--- src/adfr_pkg.sv ---
// Package for the appliance display, fan and relay controller.
// Assumes a 100 MHz system clock; temperatures are signed whole degrees C.
package adfr_pkg;
  localparam int unsigned CLK_HZ = 100000000;
  localparam int unsigned TICK_CYCLES = CLK_HZ;
  localparam int unsigned BLINK_MIN = 10;
  localparam int unsigned BLINK_SEC = BLINK_MIN * 60;
  localparam int unsigned DEFROST_HOLD_HR = 2;
  localparam int unsigned DEFROST_HOLD_SEC = DEFROST_HOLD_HR * 3600;
  localparam int unsigned FAN_LONG_MIN = 9;
  localparam int unsigned FAN_MID_MIN = 6;
  localparam int unsigned FAN_SHORT_MIN = 3;
  localparam int unsigned FAN_LONG_SEC = FAN_LONG_MIN * 60;
  localparam int unsigned FAN_MID_SEC = FAN_MID_MIN * 60;
  localparam int unsigned FAN_SHORT_SEC = FAN_SHORT_MIN * 60;
  localparam int unsigned STEP_DELAY_SEC_DEF = 60;
  localparam int unsigned BLINK_HALF_TICKS = 1;
  localparam logic signed [7:0] FRZ_SHOW_MIN = -8'sd35;
  localparam logic signed [7:0] FRZ_SHOW_MAX = 8'sd30;
  localparam logic signed [7:0] FRG_SHOW_MIN = -8'sd9;
  localparam logic signed [7:0] FRG_SHOW_MAX = 8'sd9;
  localparam logic signed [7:0] FRZ_WARM_LIMIT = 8'sd0;
  localparam logic signed [7:0] FRG_WARM_LIMIT = 8'sd15;
  localparam logic signed [7:0] AMB_FAN_OFF_MAX = 8'sd5;
  localparam logic signed [7:0] AMB_LONG_MAX = 8'sd10;
  localparam logic signed [7:0] AMB_MID_MAX = 8'sd15;
  localparam logic signed [7:0] AMB_SHORT_MAX = 8'sd21;
  // Shift in half degrees, indexed by the strap code
  localparam logic signed [3:0] SHIFT_REF = 4'sd0;
  localparam logic signed [3:0] SHIFT_M05 = -4'sd1;
  localparam logic signed [3:0] SHIFT_M10 = -4'sd2;
  localparam logic signed [3:0] SHIFT_M20 = -4'sd4;
  localparam logic signed [3:0] SHIFT_M30 = -4'sd6;
  localparam logic signed [3:0] SHIFT_P10 = 4'sd2;
  localparam logic signed [3:0] SHIFT_P20 = 4'sd4;
  localparam logic signed [3:0] SHIFT_P30 = 4'sd6;

  typedef struct packed {
    logic signed [7:0] freezer;
    logic signed [7:0] fridge;
    logic signed [7:0] ambient;
  } adfr_temps_t;

  typedef struct packed {
    logic compressor;
    logic comp_fan;
    logic freezer_defrost;
    logic fridge_defrost;
    logic freezer_lamp;
    logic fridge_lamp;
  } adfr_relays_t;

  typedef enum logic [2:0] {
    ADFR_FAN_IDLE = 3'b001,
    ADFR_FAN_WAIT = 3'b010,
    ADFR_FAN_ON = 3'b100
  } adfr_fan_state_t;
endpackage : adfr_pkg
--- src/adfr_ctrl.sv ---
// Main controller: straps, door lamps, compressor fan delay, relays, displays.
// Assumes temperature inputs are already digitised on clk_i; door and strap
// pins are asynchronous and are synchronised here.
//
// Functional notes
// - Open door shows the measured temperature instead of the setpoint.
// - Shown actual clamps to -35..30 freezer, -9..9 refrigerator.
// - Freezer above 0 C for 10 minutes makes its display blink.
// - Refrigerator above 15 C for 10 minutes makes its display blink.
// - Door open steps shown value up 1 C per delay; close steps down.
// - Defrost start shows setpoints and blocks blinking for two hours.
// - Compressor restart with ambient 5 C or less keeps fan off.
// - Fan delay 9, 6 or 3 minutes for ambient 6-10, 11-15, 16-21.
// - Ambient above 21 C turns the fan on at once.
// - Low door input means open; lamp relay driven high.
// - High door input means closed; lamp relay driven low.
// - Loads run while their relay output is high, stop when low.
// - Defrost heaters powered only while compressor relay is released.
// - Straps are sampled once after each reset and then ignored.
// - Freezer strap code maps to shifts 0,-0.5,-1,-2,-3,+1,+2,+3.
// - Refrigerator strap code uses same map and offsets its setpoint.
`timescale 1ns/1ps
module adfr_ctrl import adfr_pkg::*; #(
  parameter int unsigned TICK_DIV = TICK_CYCLES,
  parameter int unsigned STEP_DELAY_SEC = STEP_DELAY_SEC_DEF
) (
  input wire logic clk_i,
  input wire logic reset_i,
  input wire logic freezer_door_n_i,
  input wire logic fridge_door_n_i,
  input wire logic freezer_shift_strap_hi_i,
  input wire logic freezer_shift_strap_mid_i,
  input wire logic freezer_shift_strap_lo_i,
  input wire logic fridge_shift_strap_hi_i,
  input wire logic fridge_shift_strap_mid_i,
  input wire logic fridge_shift_strap_lo_i,
  input wire adfr_temps_t temps_i,
  input wire logic signed [7:0] freezer_set_i,
  input wire logic signed [7:0] fridge_set_i,
  input wire logic comp_req_i,
  input wire logic freezer_defrost_req_i,
  input wire logic fridge_defrost_req_i,
  input wire logic defrost_start_i,
  output adfr_relays_t relays_o,
  output logic signed [7:0] freezer_shown_o,
  output logic signed [7:0] fridge_shown_o,
  output logic freezer_actual_o,
  output logic fridge_actual_o,
  output logic freezer_blink_o,
  output logic fridge_blink_o,
  output logic signed [8:0] freezer_set_half_o,
  output logic signed [8:0] fridge_set_half_o
);
  // Elaboration checks: refuse values the counters cannot hold
  if (TICK_DIV < 1) begin : g_bad_div
    $error("adfr_ctrl: TICK_DIV must be at least one");
  end
  if (STEP_DELAY_SEC < 1) begin : g_bad_step
    $error("adfr_ctrl: STEP_DELAY_SEC must be at least one");
  end
  // The channels count step, warm and hold seconds in 16 bits
  if (STEP_DELAY_SEC > 65536) begin : g_big_step
    $error("adfr_ctrl: STEP_DELAY_SEC exceeds the 16-bit step counter");
  end
  if (DEFROST_HOLD_SEC > 65535 || BLINK_SEC > 65536) begin : g_big_hold
    $error("adfr_ctrl: blink or defrost hold exceeds 16-bit counters");
  end
  if (FAN_LONG_SEC > 65535) begin : g_big_fan
    $error("adfr_ctrl: fan delay exceeds the 16-bit fan counter");
  end

  // Two-flop synchronisers for door and strap pins; they reset to the
  // closed-door level so the lamps stay dark while they fill
  logic [7:0] pin_raw;
  logic [7:0] pin_s1_q;
  logic [7:0] pin_s2_q;
  assign pin_raw = {freezer_door_n_i, fridge_door_n_i,
                    freezer_shift_strap_hi_i, freezer_shift_strap_mid_i,
                    freezer_shift_strap_lo_i, fridge_shift_strap_hi_i,
                    fridge_shift_strap_mid_i, fridge_shift_strap_lo_i};

  always_ff @(posedge clk_i) begin
    if (reset_i) begin
      pin_s1_q <= 8'hff;
      pin_s2_q <= 8'hff;
    end else begin
      pin_s1_q <= pin_raw;
      pin_s2_q <= pin_s1_q;
    end
  end

  // One-second prescaler; every minute and hour count rides on this tick,
  // so those delays are exact to within one second
  logic [31:0] pre_cnt_q;
  logic tick_q;
  always_ff @(posedge clk_i) begin
    if (reset_i) begin
      pre_cnt_q <= 32'h0000_0000;
      tick_q <= 1'b0;
    end else if (pre_cnt_q >= 32'(TICK_DIV - 1)) begin
      pre_cnt_q <= 32'h0000_0000;
      tick_q <= 1'b1;
    end else begin
      pre_cnt_q <= pre_cnt_q + 32'h0000_0001;
      tick_q <= 1'b0;
    end
  end

  // Strap capture: wait until the synchroniser holds post-reset pin values;
  // a strap moved while running is never looked at again
  logic [1:0] strap_wait_q;
  logic strap_done_q;
  logic [2:0] frz_code_q;
  logic [2:0] frg_code_q;
  always_ff @(posedge clk_i) begin
    if (reset_i) begin
      strap_wait_q <= 2'h0;
    end else if (strap_wait_q != 2'h2) begin
      strap_wait_q <= strap_wait_q + 2'h1;
    end
  end

  always_ff @(posedge clk_i) begin
    if (reset_i) begin
      strap_done_q <= 1'b0;
      frz_code_q <= 3'h0;
      frg_code_q <= 3'h0;
    end else if (!strap_done_q && strap_wait_q == 2'h2) begin
      strap_done_q <= 1'b1;
      frz_code_q <= pin_s2_q[5:3];
      frg_code_q <= pin_s2_q[2:0];
    end
  end

  function automatic logic signed [3:0] shift_half(input logic [2:0] code);
    case (code)
      3'h0: shift_half = SHIFT_REF;
      3'h1: shift_half = SHIFT_M05;
      3'h2: shift_half = SHIFT_M10;
      3'h3: shift_half = SHIFT_M20;
      3'h4: shift_half = SHIFT_M30;
      3'h5: shift_half = SHIFT_P10;
      3'h6: shift_half = SHIFT_P20;
      3'h7: shift_half = SHIFT_P30;
      default: shift_half = SHIFT_REF;
    endcase
  endfunction : shift_half

  // Effective setpoints in half degrees, for the temperature regulator;
  // the shift is not clamped, the regulator owns the range of its input
  always_ff @(posedge clk_i) begin
    if (reset_i) begin
      freezer_set_half_o <= 9'sh000;
      fridge_set_half_o <= 9'sh000;
    end else begin
      freezer_set_half_o <= 9'({freezer_set_i, 1'b0})
                          + 9'(shift_half(frz_code_q));
      fridge_set_half_o <= 9'({fridge_set_i, 1'b0})
                         + 9'(shift_half(frg_code_q));
    end
  end

  // Compressor cooling fan delay after each compressor restart
  adfr_fan_state_t fan_state_q;
  logic comp_prev_q;
  logic [15:0] fan_cnt_q;
  logic signed [7:0] amb;
  assign amb = temps_i.ambient;

  // A restart is a rising edge of demand; the edge flop idles low like the
  // demand itself, so no false restart follows reset
  always_ff @(posedge clk_i) begin
    if (reset_i) begin
      comp_prev_q <= 1'b0;
    end else begin
      comp_prev_q <= comp_req_i;
    end
  end

  always_ff @(posedge clk_i) begin
    if (reset_i) begin
      fan_state_q <= ADFR_FAN_IDLE;
      fan_cnt_q <= 16'h0000;
    end else if (!comp_req_i) begin
      fan_state_q <= ADFR_FAN_IDLE;
      fan_cnt_q <= 16'h0000;
    end else begin
      case (fan_state_q)
        ADFR_FAN_IDLE: begin
          if (!comp_prev_q) begin
            if (amb <= AMB_FAN_OFF_MAX) begin
              fan_state_q <= ADFR_FAN_IDLE;
            end else if (amb > AMB_SHORT_MAX) begin
              fan_state_q <= ADFR_FAN_ON;
            end else begin
              fan_state_q <= ADFR_FAN_WAIT;
              if (amb <= AMB_LONG_MAX) fan_cnt_q <= 16'(FAN_LONG_SEC);
              else if (amb <= AMB_MID_MAX) fan_cnt_q <= 16'(FAN_MID_SEC);
              else fan_cnt_q <= 16'(FAN_SHORT_SEC);
            end
          end
        end
        ADFR_FAN_WAIT: begin
          // The first counted second may be short by part of a tick
          if (tick_q) begin
            if (fan_cnt_q <= 16'h0001) begin
              fan_state_q <= ADFR_FAN_ON;
              fan_cnt_q <= 16'h0000;
            end else begin
              fan_cnt_q <= fan_cnt_q - 16'h0001;
            end
          end
        end
        ADFR_FAN_ON: fan_state_q <= ADFR_FAN_ON;
        default: fan_state_q <= ADFR_FAN_IDLE;
      endcase
    end
  end

  // Relay drivers, one flop per load, gathered into relays_o below
  logic comp_rly_q;
  logic fan_rly_q;
  logic frz_def_rly_q;
  logic frg_def_rly_q;
  logic frz_lamp_rly_q;
  logic frg_lamp_rly_q;

  always_ff @(posedge clk_i) begin
    if (reset_i) begin
      comp_rly_q <= 1'b0;
      fan_rly_q <= 1'b0;
    end else begin
      comp_rly_q <= comp_req_i;
      fan_rly_q <= comp_req_i && fan_state_q == ADFR_FAN_ON;
    end
  end

  // The heaters take the inverse of the very demand that drives the
  // compressor flop, so both can never be energised in one cycle
  always_ff @(posedge clk_i) begin
    if (reset_i) begin
      frz_def_rly_q <= 1'b0;
      frg_def_rly_q <= 1'b0;
    end else begin
      frz_def_rly_q <= freezer_defrost_req_i && !comp_req_i;
      frg_def_rly_q <= fridge_defrost_req_i && !comp_req_i;
    end
  end

  // Lamps follow the synchronised door pins; a low pin is an open door,
  // and the pins reset high so no lamp flashes as reset is released
  always_ff @(posedge clk_i) begin
    if (reset_i) begin
      frz_lamp_rly_q <= 1'b0;
      frg_lamp_rly_q <= 1'b0;
    end else begin
      frz_lamp_rly_q <= !pin_s2_q[7];
      frg_lamp_rly_q <= !pin_s2_q[6];
    end
  end

  assign relays_o = '{compressor: comp_rly_q,
                      comp_fan: fan_rly_q,
                      freezer_defrost: frz_def_rly_q,
                      fridge_defrost: frg_def_rly_q,
                      freezer_lamp: frz_lamp_rly_q,
                      fridge_lamp: frg_lamp_rly_q};

  // Display channels
  logic signed [7:0] frz_shown;
  logic signed [7:0] frg_shown;
  logic frz_act;
  logic frg_act;
  logic frz_blink;
  logic frg_blink;

  adfr_disp_chan #(
    .SHOW_MIN(FRZ_SHOW_MIN),
    .SHOW_MAX(FRZ_SHOW_MAX),
    .WARM_LIMIT(FRZ_WARM_LIMIT),
    .STEP_DELAY_SEC(STEP_DELAY_SEC)
  ) u_freezer_disp (
    .clk_i(clk_i),
    .reset_i(reset_i),
    .tick_i(tick_q),
    .door_open_i(!pin_s2_q[7]),
    .defrost_start_i(defrost_start_i),
    .actual_i(temps_i.freezer),
    .setpoint_i(freezer_set_i),
    .shown_o(frz_shown),
    .show_actual_o(frz_act),
    .blink_o(frz_blink)
  );

  adfr_disp_chan #(
    .SHOW_MIN(FRG_SHOW_MIN),
    .SHOW_MAX(FRG_SHOW_MAX),
    .WARM_LIMIT(FRG_WARM_LIMIT),
    .STEP_DELAY_SEC(STEP_DELAY_SEC)
  ) u_fridge_disp (
    .clk_i(clk_i),
    .reset_i(reset_i),
    .tick_i(tick_q),
    .door_open_i(!pin_s2_q[6]),
    .defrost_start_i(defrost_start_i),
    .actual_i(temps_i.fridge),
    .setpoint_i(fridge_set_i),
    .shown_o(frg_shown),
    .show_actual_o(frg_act),
    .blink_o(frg_blink)
  );

  // Register the display outputs so every top output is a flop
  always_ff @(posedge clk_i) begin
    if (reset_i) begin
      freezer_shown_o <= 8'sh00;
      freezer_actual_o <= 1'b0;
      freezer_blink_o <= 1'b0;
    end else begin
      freezer_shown_o <= frz_shown;
      freezer_actual_o <= frz_act;
      freezer_blink_o <= frz_blink;
    end
  end

  always_ff @(posedge clk_i) begin
    if (reset_i) begin
      fridge_shown_o <= 8'sh00;
      fridge_actual_o <= 1'b0;
      fridge_blink_o <= 1'b0;
    end else begin
      fridge_shown_o <= frg_shown;
      fridge_actual_o <= frg_act;
      fridge_blink_o <= frg_blink;
    end
  end
endmodule : adfr_ctrl

--- src/adfr_disp_chan.sv ---
// One compartment display channel: stepping, clamping and warm blink.
// Assumes a one-second tick from the parent on the same clock.
`timescale 1ns/1ps
module adfr_disp_chan import adfr_pkg::*; #(
  parameter logic signed [7:0] SHOW_MIN = FRZ_SHOW_MIN,
  parameter logic signed [7:0] SHOW_MAX = FRZ_SHOW_MAX,
  parameter logic signed [7:0] WARM_LIMIT = FRZ_WARM_LIMIT,
  parameter int unsigned STEP_DELAY_SEC = STEP_DELAY_SEC_DEF
) (
  input wire logic clk_i,
  input wire logic reset_i,
  input wire logic tick_i,
  input wire logic door_open_i,
  input wire logic defrost_start_i,
  input wire logic signed [7:0] actual_i,
  input wire logic signed [7:0] setpoint_i,
  output logic signed [7:0] shown_o,
  output logic show_actual_o,
  output logic blink_o
);
  if (SHOW_MIN > SHOW_MAX) begin : g_bad_range
    $error("adfr_disp_chan: bad show range");
  end
  if (STEP_DELAY_SEC < 1) begin : g_bad_step
    $error("adfr_disp_chan: step delay zero");
  end

  logic signed [7:0] shown_q;
  logic signed [7:0] target;
  logic [15:0] step_cnt_q;
  logic [15:0] warm_cnt_q;
  logic [15:0] hold_cnt_q;
  logic blink_q;
  logic act_mode_q;

  always_comb begin
    target = actual_i;
    if (target < SHOW_MIN) target = SHOW_MIN;
    if (target > SHOW_MAX) target = SHOW_MAX;
  end

  // Step the shown value one degree per delay toward its goal
  always_ff @(posedge clk_i) begin
    if (reset_i) begin
      shown_q <= 8'sh00;
      step_cnt_q <= 16'h0000;
      act_mode_q <= 1'b0;
    end else if (defrost_start_i) begin
      shown_q <= setpoint_i;
      act_mode_q <= 1'b0;
      step_cnt_q <= 16'h0000;
    end else if (door_open_i) begin
      act_mode_q <= 1'b1;
      if (tick_i) begin
        if (step_cnt_q >= 16'(STEP_DELAY_SEC - 1)) begin
          step_cnt_q <= 16'h0000;
          if (shown_q < target) shown_q <= shown_q + 8'sd1;
        end else begin
          step_cnt_q <= step_cnt_q + 16'h0001;
        end
      end
    end else if (act_mode_q) begin
      if (tick_i) begin
        if (step_cnt_q >= 16'(STEP_DELAY_SEC - 1)) begin
          step_cnt_q <= 16'h0000;
          if (shown_q > setpoint_i && shown_q > target) begin
            shown_q <= shown_q - 8'sd1;
          end else if (shown_q <= setpoint_i) begin
            shown_q <= setpoint_i;
            act_mode_q <= 1'b0;
          end
        end else begin
          step_cnt_q <= step_cnt_q + 16'h0001;
        end
      end
    end else begin
      shown_q <= setpoint_i;
      step_cnt_q <= 16'h0000;
    end
  end

  // Warm timer; the defrost hold blanks it so blink restarts from scratch
  always_ff @(posedge clk_i) begin
    if (reset_i) begin
      hold_cnt_q <= 16'h0000;
    end else if (defrost_start_i) begin
      hold_cnt_q <= 16'(DEFROST_HOLD_SEC);
    end else if (tick_i && hold_cnt_q != 16'h0000) begin
      hold_cnt_q <= hold_cnt_q - 16'h0001;
    end
  end

  always_ff @(posedge clk_i) begin
    if (reset_i || defrost_start_i || hold_cnt_q != 16'h0000) begin
      warm_cnt_q <= 16'h0000;
      blink_q <= 1'b0;
    end else if (actual_i <= WARM_LIMIT) begin
      warm_cnt_q <= 16'h0000;
      blink_q <= 1'b0;
    end else if (tick_i) begin
      if (warm_cnt_q >= 16'(BLINK_SEC - 1)) begin
        blink_q <= 1'b1;
      end else begin
        warm_cnt_q <= warm_cnt_q + 16'h0001;
      end
    end
  end

  assign shown_o = shown_q;
  assign show_actual_o = act_mode_q;
  assign blink_o = blink_q;
endmodule : adfr_disp_chan

--- config.mk ---
export PLATFORM = sky130hd
export DESIGN_NAME = adfr_ctrl
export DESIGN_NICKNAME = d
export VERILOG_FILES = /design/src/adfr_pkg.sv /design/src/adfr_ctrl.sv /design/src/adfr_disp_chan.sv
export SDC_FILE = /design/constraint.sdc
export NUM_CORES = 1
export LEC_CHECK = 0
export ABC_AREA = 1
export BUFFER_PORTS_ARGS = -buffer_cell sky130_fd_sc_hd__buf_2
export CORE_MARGIN = 2
export CORE_UTILIZATION = 60
export CTS_CLUSTER_DIAMETER = 50
export CTS_CLUSTER_SIZE = 14
export DETAILED_ROUTE_END_ITERATION = 16
export PLACE_DENSITY_LB_ADDON = 0.3
export RECOVER_POWER = 100
export SETUP_SLACK_MARGIN = 0.5
export SLEW_MARGIN = 5
export SYNTH_ARGS = -nofsm -noshare
export SYNTH_HDL_FRONTEND = slang
export SYNTH_SLANG_ARGS = --single-unit
--- constraint.sdc ---
create_clock -name clk_i -period 6.1 [get_ports clk_i]
set_input_delay 1.525 -clock clk_i [delete_from_list [all_inputs] [get_ports clk_i]]
set_output_delay 1.525 -clock clk_i [all_outputs]
set_load 0.005 [all_outputs]
# ---- Word-level counts from Yosys, hierarchy flattened
# Memory sizes are Yosys's and may differ from the RTL's. A register that Yosys moved wholly into a read port is not among the register bits.
# Cells that the tools add are included.
dict set report op_classes {
  n_reduce_logical 39
  muxes 69
  magnitude_cmp 24
  shifts 0
  div_mod_pow 0
  n_addsub 15
  mul 0
  n_eq_ne 16
  bitwise_logic 3
}
# operator n
set ops {}
lappend ops {{$mux 16} 13}
lappend ops {{$mux 8} 24}
lappend ops {{$add 16x1->16 const B} 4}
lappend ops {{$mux 13} 4}
lappend ops {{$sub 16x1->16 const B} 3}
lappend ops {{$add 32x1->32 const B} 1}
lappend ops {{$ge 16x10->1 const B} 2}
lappend ops {{$ge 16x6->1 const B} 2}
lappend ops {{$ge 32x27->1 const B} 1}
lappend ops {{$gt 8x8->1} 4}
lappend ops {{$pmux 16 s2} 1}
lappend ops {{$reduce_bool 16->1} 2}
lappend ops {{$mux 3} 9}
lappend ops {{$le 8x5->1 const B} 3}
lappend ops {{$add 9x9->9} 2}
lappend ops {{$reduce_bool 3->1} 6}
lappend ops {{$add 8x2->8 const B} 2}
lappend ops {{$gt 8x6->1 const B} 2}
lappend ops {{$le 16x1->1 const B} 1}
lappend ops {{$le 8x8->1} 2}
lappend ops {{$lt 8x8->1} 2}
lappend ops {{$sub 8x2->8 const B} 2}
lappend ops {{$mux 1} 13}
lappend ops {{$ne 2x2->1 const B} 6}
lappend ops {{26 further kinds} 55}
dict set report word_totals {
  reg_bits 237
  latchBits 0
  n_memories 2
  romBits 64
  inputBits 54
  wordCells 206
  ramBits 0
}
# name words word_bits read_ports rd_ports_with_merged_regs wr line_no
set memory_table {}
lappend memory_table {{(name not given)} 8 4 1 1 0 adfr_ctrl.sv:136} ;# case (code)
lappend memory_table {{(name not given)} 8 4 1 1 0 adfr_ctrl.sv:136}

# ---- Longest topological paths before layout
dict set report depth {
  ltp_word 12
  ltp_mapped 27
}

# ---- Hierarchy
# From an unflattened synthesis, not the netlist that was laid out.
dict set report unflattened {
  hier_cells 1805
  hier_area_um2 12961.2
}
# module n_inst cells_per_inst area_each_um2
set modules_own_cells {}
lappend modules_own_cells {adfr_ctrl 1 775 5933.2}
lappend modules_own_cells {{adfr_disp_chan at u_fridge_disp} 1 510 3523.4}
lappend modules_own_cells {{adfr_disp_chan at u_freezer_disp} 1 520 3504.6}

# ---- Least setup slack after synthesis
# Ideal clock, no wire load.
dict set report synth_path {
  path_type {input-to-reg}
  startpoint {in temps_i[16] in the netlist's numbering}
  endpoint {reg u_freezer_disp.shown_q[4] (netlist: u_freezer_disp.shown_o[4])}
  t_required_ns 5.991
  setup_ns 0.109
  setup_slack_ns 1.747
  path_stages 25
  n_path_buf 0
  arrival_ns 4.244
  path_cell_list {nor2_1 nor2_1 o211ai_1 ha_1 inv_1 nand4_1 o311ai_0 nand2_1 inv_1 nor3_1 ha_1 nand2_1 inv_1 nand2_1 nand2_1 nand2_1 nand3_1 nand2_1 nand2_1 o21ai_1 nand2_1 nand2_1 nand3_1 nand2_1 inv_1}
}
dict set report synth_between {
  elab_chain_cells 12
}
# element line_no
set synth_lines {}
lappend synth_lines {{start, declared} adfr_ctrl.sv:37} ;# input wire adfr_temps_t temps_i,
lappend synth_lines {{$lt 8x7->1} adfr_disp_chan.sv:38} ;# if (target < SHOW_MIN) target = SHOW_MIN;
lappend synth_lines {{$mux 8 (*)} adfr_disp_chan.sv:38}
lappend synth_lines {{$gt 8x6->1} adfr_disp_chan.sv:39} ;# if (target > SHOW_MAX) target = SHOW_MAX;
lappend synth_lines {{$mux 8 (*)} adfr_disp_chan.sv:39}
lappend synth_lines {{$gt 8x8->1} adfr_disp_chan.sv:66} ;# if (shown_q > setpoint_i && shown_q > target) begin
lappend synth_lines {{$logic_and 1x1->1} adfr_disp_chan.sv:66}
lappend synth_lines {{$mux 8} adfr_disp_chan.sv:66}
lappend synth_lines {{$mux 8} adfr_disp_chan.sv:64} ;# if (step_cnt_q >= 16'(STEP_DELAY_SEC - 1)) begin
lappend synth_lines {{$mux 8} adfr_disp_chan.sv:63} ;# if (tick_i) begin
lappend synth_lines {{$mux 8} adfr_disp_chan.sv:62} ;# end else if (act_mode_q) begin
lappend synth_lines {{$mux 8} adfr_disp_chan.sv:52} ;# end else if (door_open_i) begin
lappend synth_lines {{$mux 8} adfr_disp_chan.sv:48} ;# end else if (defrost_start_i) begin
lappend synth_lines {{end signal, assigned} adfr_disp_chan.sv:49} ;# shown_q <= setpoint_i;
lappend synth_lines {{end signal, assigned} adfr_disp_chan.sv:57} ;# if (shown_q < target) shown_q <= shown_q + 8'sd1;
lappend synth_lines {{end signal, assigned} adfr_disp_chan.sv:67} ;# shown_q <= shown_q - 8'sd1;
lappend synth_lines {{end, declared} adfr_disp_chan.sv:28} ;# logic signed [7:0] shown_q;
# Mark *: on every way between the ends. The rest lies on a longest branch, timed or not. The select of a mux whose other input is x is not followed.
# A chain may end at the register's enable or synchronous reset.

# ---- Worst setup path in the final report
dict set report layout_path {
  startpoint {in reset_i}
  endpoint {reg u_freezer_disp.blink_q (netlist: u_freezer_disp.blink_o)}
}
dict set report layout_between {
  elab_chain_cells 3
}
# element line_no
set layout_lines {}
lappend layout_lines {{start, declared} adfr_ctrl.sv:28} ;# input wire logic reset_i,
lappend layout_lines {{$logic_or 1x1->1 (2 in a row)} adfr_disp_chan.sv:94} ;# if (reset_i || defrost_start_i || hold_cnt_q != 16'h0000) begin
lappend layout_lines {{$reduce_or 2->1 (no line)} -}
lappend layout_lines {{end signal, assigned} adfr_disp_chan.sv:96} ;# blink_q <= 1'b0;
lappend layout_lines {{end signal, assigned} adfr_disp_chan.sv:99} ;# blink_q <= 1'b0;
lappend layout_lines {{end signal, assigned} adfr_disp_chan.sv:102} ;# blink_q <= 1'b1;
lappend layout_lines {{end, declared} adfr_disp_chan.sv:33} ;# logic blink_q;
# No other way between the ends.

==> results by stage <==
Status:
- The flow ran to the end, but the final reports show violations.
- The checks that failed: max-capacitance violations, max-slew violations.

Power and ir drop:
- Dividing total power by cell area gives a power density of roughly 310 nW/µm².
- The share of total power dissipated in sequential elements is a little over 40%.
- The switching component of the power is 1310 µW.
- The switching power as a share of total power is 29.4%.
- The total power is between 4000 and 5000 µW.
- The peak ir drop on the vdd network is about 350 µV.
- Internal power comes to about 3100 µW.
- The part of the total power dissipated in the clock network is 40.5%.
- The leakage power is around 0.0065 µW.
- The combinational share of power is between 10% and 20%.

Critical path:
- The critical path data arrival time is 5.40 ns.
- The largest single stage delay on the critical path is ~1.4 ns.
- The number of buffer and inverter instances along the worst setup path is 4.
- Traced cell by cell, the critical path runs through clkbuf_1 -> nor2_1 -> inv_1 -> clkbuf_1 -> nor4_1 -> clkinv_1 -> nor2_1.
- The endpoint type of the worst setup path is a flop.
- STA puts the critical path data required time at around 6.6 ns.
- On the critical path, the stage with the largest delay is an instance of nor4_1.
- The largest driver fanout on the critical path is 34.
- The startpoint identified for the worst register-to-register timing path is u_freezer_disp.hold_cnt_q[0].
- In this run the critical register-to-register path is captured at u_freezer_disp.blink_o.
- The category of cells accounting for the largest share of critical-path delay is simple AND/OR/NAND/NOR gates.
- For the worst flop-to-flop path, the logic depth is 10.
- The category of the worst setup path launch point is an input port.
- Across all register-to-register paths, the minimum setup slack is ~3.2 ns.
- The critical path is of the input port to flop type.

Clock tree:
- The insertion delay to the later sink of the worst-skew pair is about 0.54 ns.
- Buffers inserted during clock tree synthesis total 28.
- Buffers added to address setup during post-CTS repair amount to 0.
- The maximum root-to-sink buffer count is 3.
- TritonCTS built the clock tree.
- CTS built an H-tree with a depth of 1.
- After clock tree synthesis, the clock-pin slew on the worst setup and hold paths is about 0.060 ns.
- The hold buffer count at CTS is 0.
- The tree is rooted in a clkbuf_16.
- The quantity of gates resized following cts is 0.
- The number of clock sinks is 245.

Cells and area:
- Of the cells placed in the final design, the portion with a size suffix greater than 1 is 9.13%.
- Cells fill between 60% and 70% of the core in the end.
- The area of all placed cells without fillers is roughly 14000 µm².
- The area growth from synthesis to layout is 13.0%.
- The number of nets in the finished design is 1978.
- The number of antenna diodes is 0.

Detailed routing:
- The total wirelength of the detailed-routed design is 28300 µm.
- The pre-antenna-repair detailed-routing pass consisted of 7 iterations.
- For this block, the via count after detailed routing is around 11000.
- The violation count after the first detailed-route iteration is around 600.
- In the final routed layout, each cell accounts on average for 13.2 µm.
- In the routed design, unresolved DRC markers number 0.
- Using the TritonRoute via totals, the vias-per-cell ratio works out to approximately 5.4.
- The remaining antenna violation count is 0.

Logic synthesis:
- In this run, synthesis inferred 0 flip-flops with an integrated enable.
- Counting flops with an async set or reset pin after synthesis yields a share of 0%.
- The synthesized netlist occupies a cell area of 12600 µm².
- Synthesis inferred 245 register bits.
- For this run, the register share of the synthesized area comes to around two fifths.
- The Yosys warning count is 0.
- The synthesized area per cell is 7.13 µm².
- For this run, the leading register cell type out of synthesis is dfxtp_1.
- The number of distinct library cells after synthesis is 56.
- The post-synthesis instance total is 1761.

Global routing:
- Global routing consumed, over all layers together, 25.2% of the routing resources.
- The met1 layer usage reported by global route is a little under a third.
- The layer carrying the most global-route usage is met2.
- The via count of the first global-routing pass is approximately 11000.
- The total congestion overflow after global routing is 0.
- The initial antenna violation count was 0.
- The met2 routing resource usage after global routing is roughly 45%.
- Entering global routing, the biggest net connects 36 pins.
- The met3 capacity usage during global routing is roughly 4.2%.
- The first global-routing pass estimated between 40000 and 50000 µm of wire.

Placed design:
- The HPWL after detailed placement is ~20000 µm.
- Before CTS, the worst setup slack after placement is between 1 and 1.5 ns.
- Input and output buffers added on the ports amount to 97.
- The post-placement cell area is 13200 µm².
- At the end of routability-driven placement, the weighted congestion stood at between 0.9 and 1.

Timing:
- The max-slew violation count was 28.
- Measured against its own limit, the worst slew margin works out to -11.1%.
- The setup slack of the critical path after layout is 1.16 ns.
- The actual slew at the worst max-slew pin is between 1.5 and 2 ns.
- The clock tree skew after final layout is between 0.009 and 0.01 ns.
- The count of final setup violators is 0.
- In the final timing run, aggregate negative setup slack is 0 ns.
- Setup repair after global routing left no endpoint under its margin.
- The count of final hold-check violations is 0.
- After layout, the minimum clock period comes to between 4 and 5 ns.
- Based on the critical path, the design can be clocked at up to 202 MHz.
- The post-route clock period utilization is around 80%.

Job:
- Max-cap violations in this run came to 1.

Min path:
- The startpoint of the most critical hold path is pin_s1_q[0].
- The endpoint with the worst hold slack is pin_s2_q[0].
- Along the worst hold path, the cell count comes to 1.
- The class of the tightest hold or removal check is flop to flop.

Floorplanning:
- The die area is 22100 µm².
- The die is about 150 µm tall.
- The floorplan step defined a core boundary enclosing 20400 µm².
- Once the floorplan was initialized, standard cells occupied approximately three fifths of the core.
- The die is approximately 150 µm wide.
- 98 I/O pins were placed.
- The number of rows created at floorplan is 52.
through the flow:
step           hold WS [ns]  instances
3_5_place_dp          0.395       2093
2_1_floorplan         0.388       1765
5_1_grt               0.422       2143
4_1_cts               0.409       2143
3_3_place_gp          0.391       2093
6_report              0.405       2143
registers in the layout, summed over array words and instances (netlist names), 8 cells and up, named ones only:
register / cells
fan_cnt_q: 16
freezer_set_half_o: 9
freezer_shown_o: 8
fridge_set_half_o: 9
fridge_shown_o: 8
pin_s1_q: 8
pin_s2_q: 8
pre_cnt_q: 32
u_freezer_disp.hold_cnt_q: 16
u_freezer_disp.shown_o: 8
u_freezer_disp.step_cnt_q: 16
u_freezer_disp.warm_cnt_q: 16
u_fridge_disp.hold_cnt_q: 16
u_fridge_disp.shown_o: 8
u_fridge_disp.step_cnt_q: 16
u_fridge_disp.warm_cnt_q: 16
cells in the mapped netlist (3+ instances only):
library cell | count | share of area (%)
nand3_1 | 106 | 4.2
nand2_2 | 5 | 0.25
o21ai_0 | 89 | 3.5
buf_2 | 7 | 0.28
nand2_1 | 301 | 9.0
nand4_1 | 30 | 1.5
a211oi_1 | 5 | 0.30
xor2_1 | 39 | 2.7
nor3_2 | 3 | 0.24
o21ai_1 | 3 | 0.12
a21oi_1 | 97 | 3.9
clkbuf_1 | 27 | 0.81
nor3b_1 | 6 | 0.36
inv_2 | 4 | 0.12
a21o_1 | 3 | 0.18
nand3b_1 | 6 | 0.36
buf_1 | 5 | 0.15
dfxtp_1 | 245 | 39
inv_1 | 259 | 7.7
xnor2_1 | 14 | 0.98
o211ai_1 | 10 | 0.60
or2_2 | 21 | 1.0
nor4_1 | 12 | 0.60
nor2_1 | 272 | 8.1
buf_4 | 8 | 0.48
o21bai_1 | 4 | 0.24
o22ai_1 | 3 | 0.15
nor2_2 | 3 | 0.15
ha_1 | 69 | 6.9
nor3_1 | 48 | 1.9
a31oi_1 | 8 | 0.40
a2111oi_0 | 16 | 1.1
routing by layer:
metal / part of all wire [%] / up-vias
li1: - / 5881
met1: 44 / 5186
met2: 47 / 366
met4: 2.5 / 0
met3: 6.6 / 61
met5: 0 / -
cells by family after synthesis:
family | count (synthesis) | share of synthesized area [%]
adders and majority gates | 71 | 7.20
other | 1 | 0.0299
buffers and inverters | 313 | 9.69
AOI/OAI and AO/OA | 250 | 11.3
and+or+nand+nor | 828 | 29.0
xor gates and xnor gates | 53 | 3.70
DFF | 245 | 39.1
power groups by stage:
stage / Sequential [µW] / Combinational, µW / Clock [µW]
detailed placement: 1840 / 829 / 0
CTS: 1810 / 839 / 1830
global route: 1820 / 966 / 1890
global placement: 1840 / 796 / 0
floorplan: 1830 / 610 / 0
finish: 1810 / 837 / 1800
cell usage in the layout (no fill, tap or decap), types with 39 or more instances in the layout:
cell type / netlist / final
dfxtp_1: 245 / 245
nand3_1: 106 / 107
nor3_1: 48 / 48
xor2_1: 39 / 39
a21oi_1: 97 / 97
buf_2: 7 / 74
o21ai_0: 89 / 90
nor2_1: 272 / 272
inv_1: 259 / 260
nand2_1: 301 / 301
ha_1: 69 / 69
layout make-up:
class / count / area, µm²
Multi-Input combinational cell: 1207 / 6420
Fill cell: 1691 / 6180
Sequential cell: 245 / 4900
Inverter: 266 / 1000
Clock buffer: 32 / 746
Timing Repair Buffer: 105 / 505
Tap cell: 270 / 338
Clock inverter: 18 / 267
worst max path at each step:
stage,startpoint,to,slack [ns],cells after the start
finish,reset_i,u_freezer_disp.blink_o,1.16,7
global route,reset_i,u_freezer_disp.blink_o,0.68,7
CTS,temps_i[16],u_freezer_disp.shown_o[4],1.77,26
detailed placement,temps_i[16],u_freezer_disp.shown_o[4],1.24,26
global placement,temps_i[16],u_freezer_disp.shown_o[4],1.43,26
floorplan,temps_i[16],u_freezer_disp.shown_o[4],1.75,25
(Power assumes the default switching activity.)
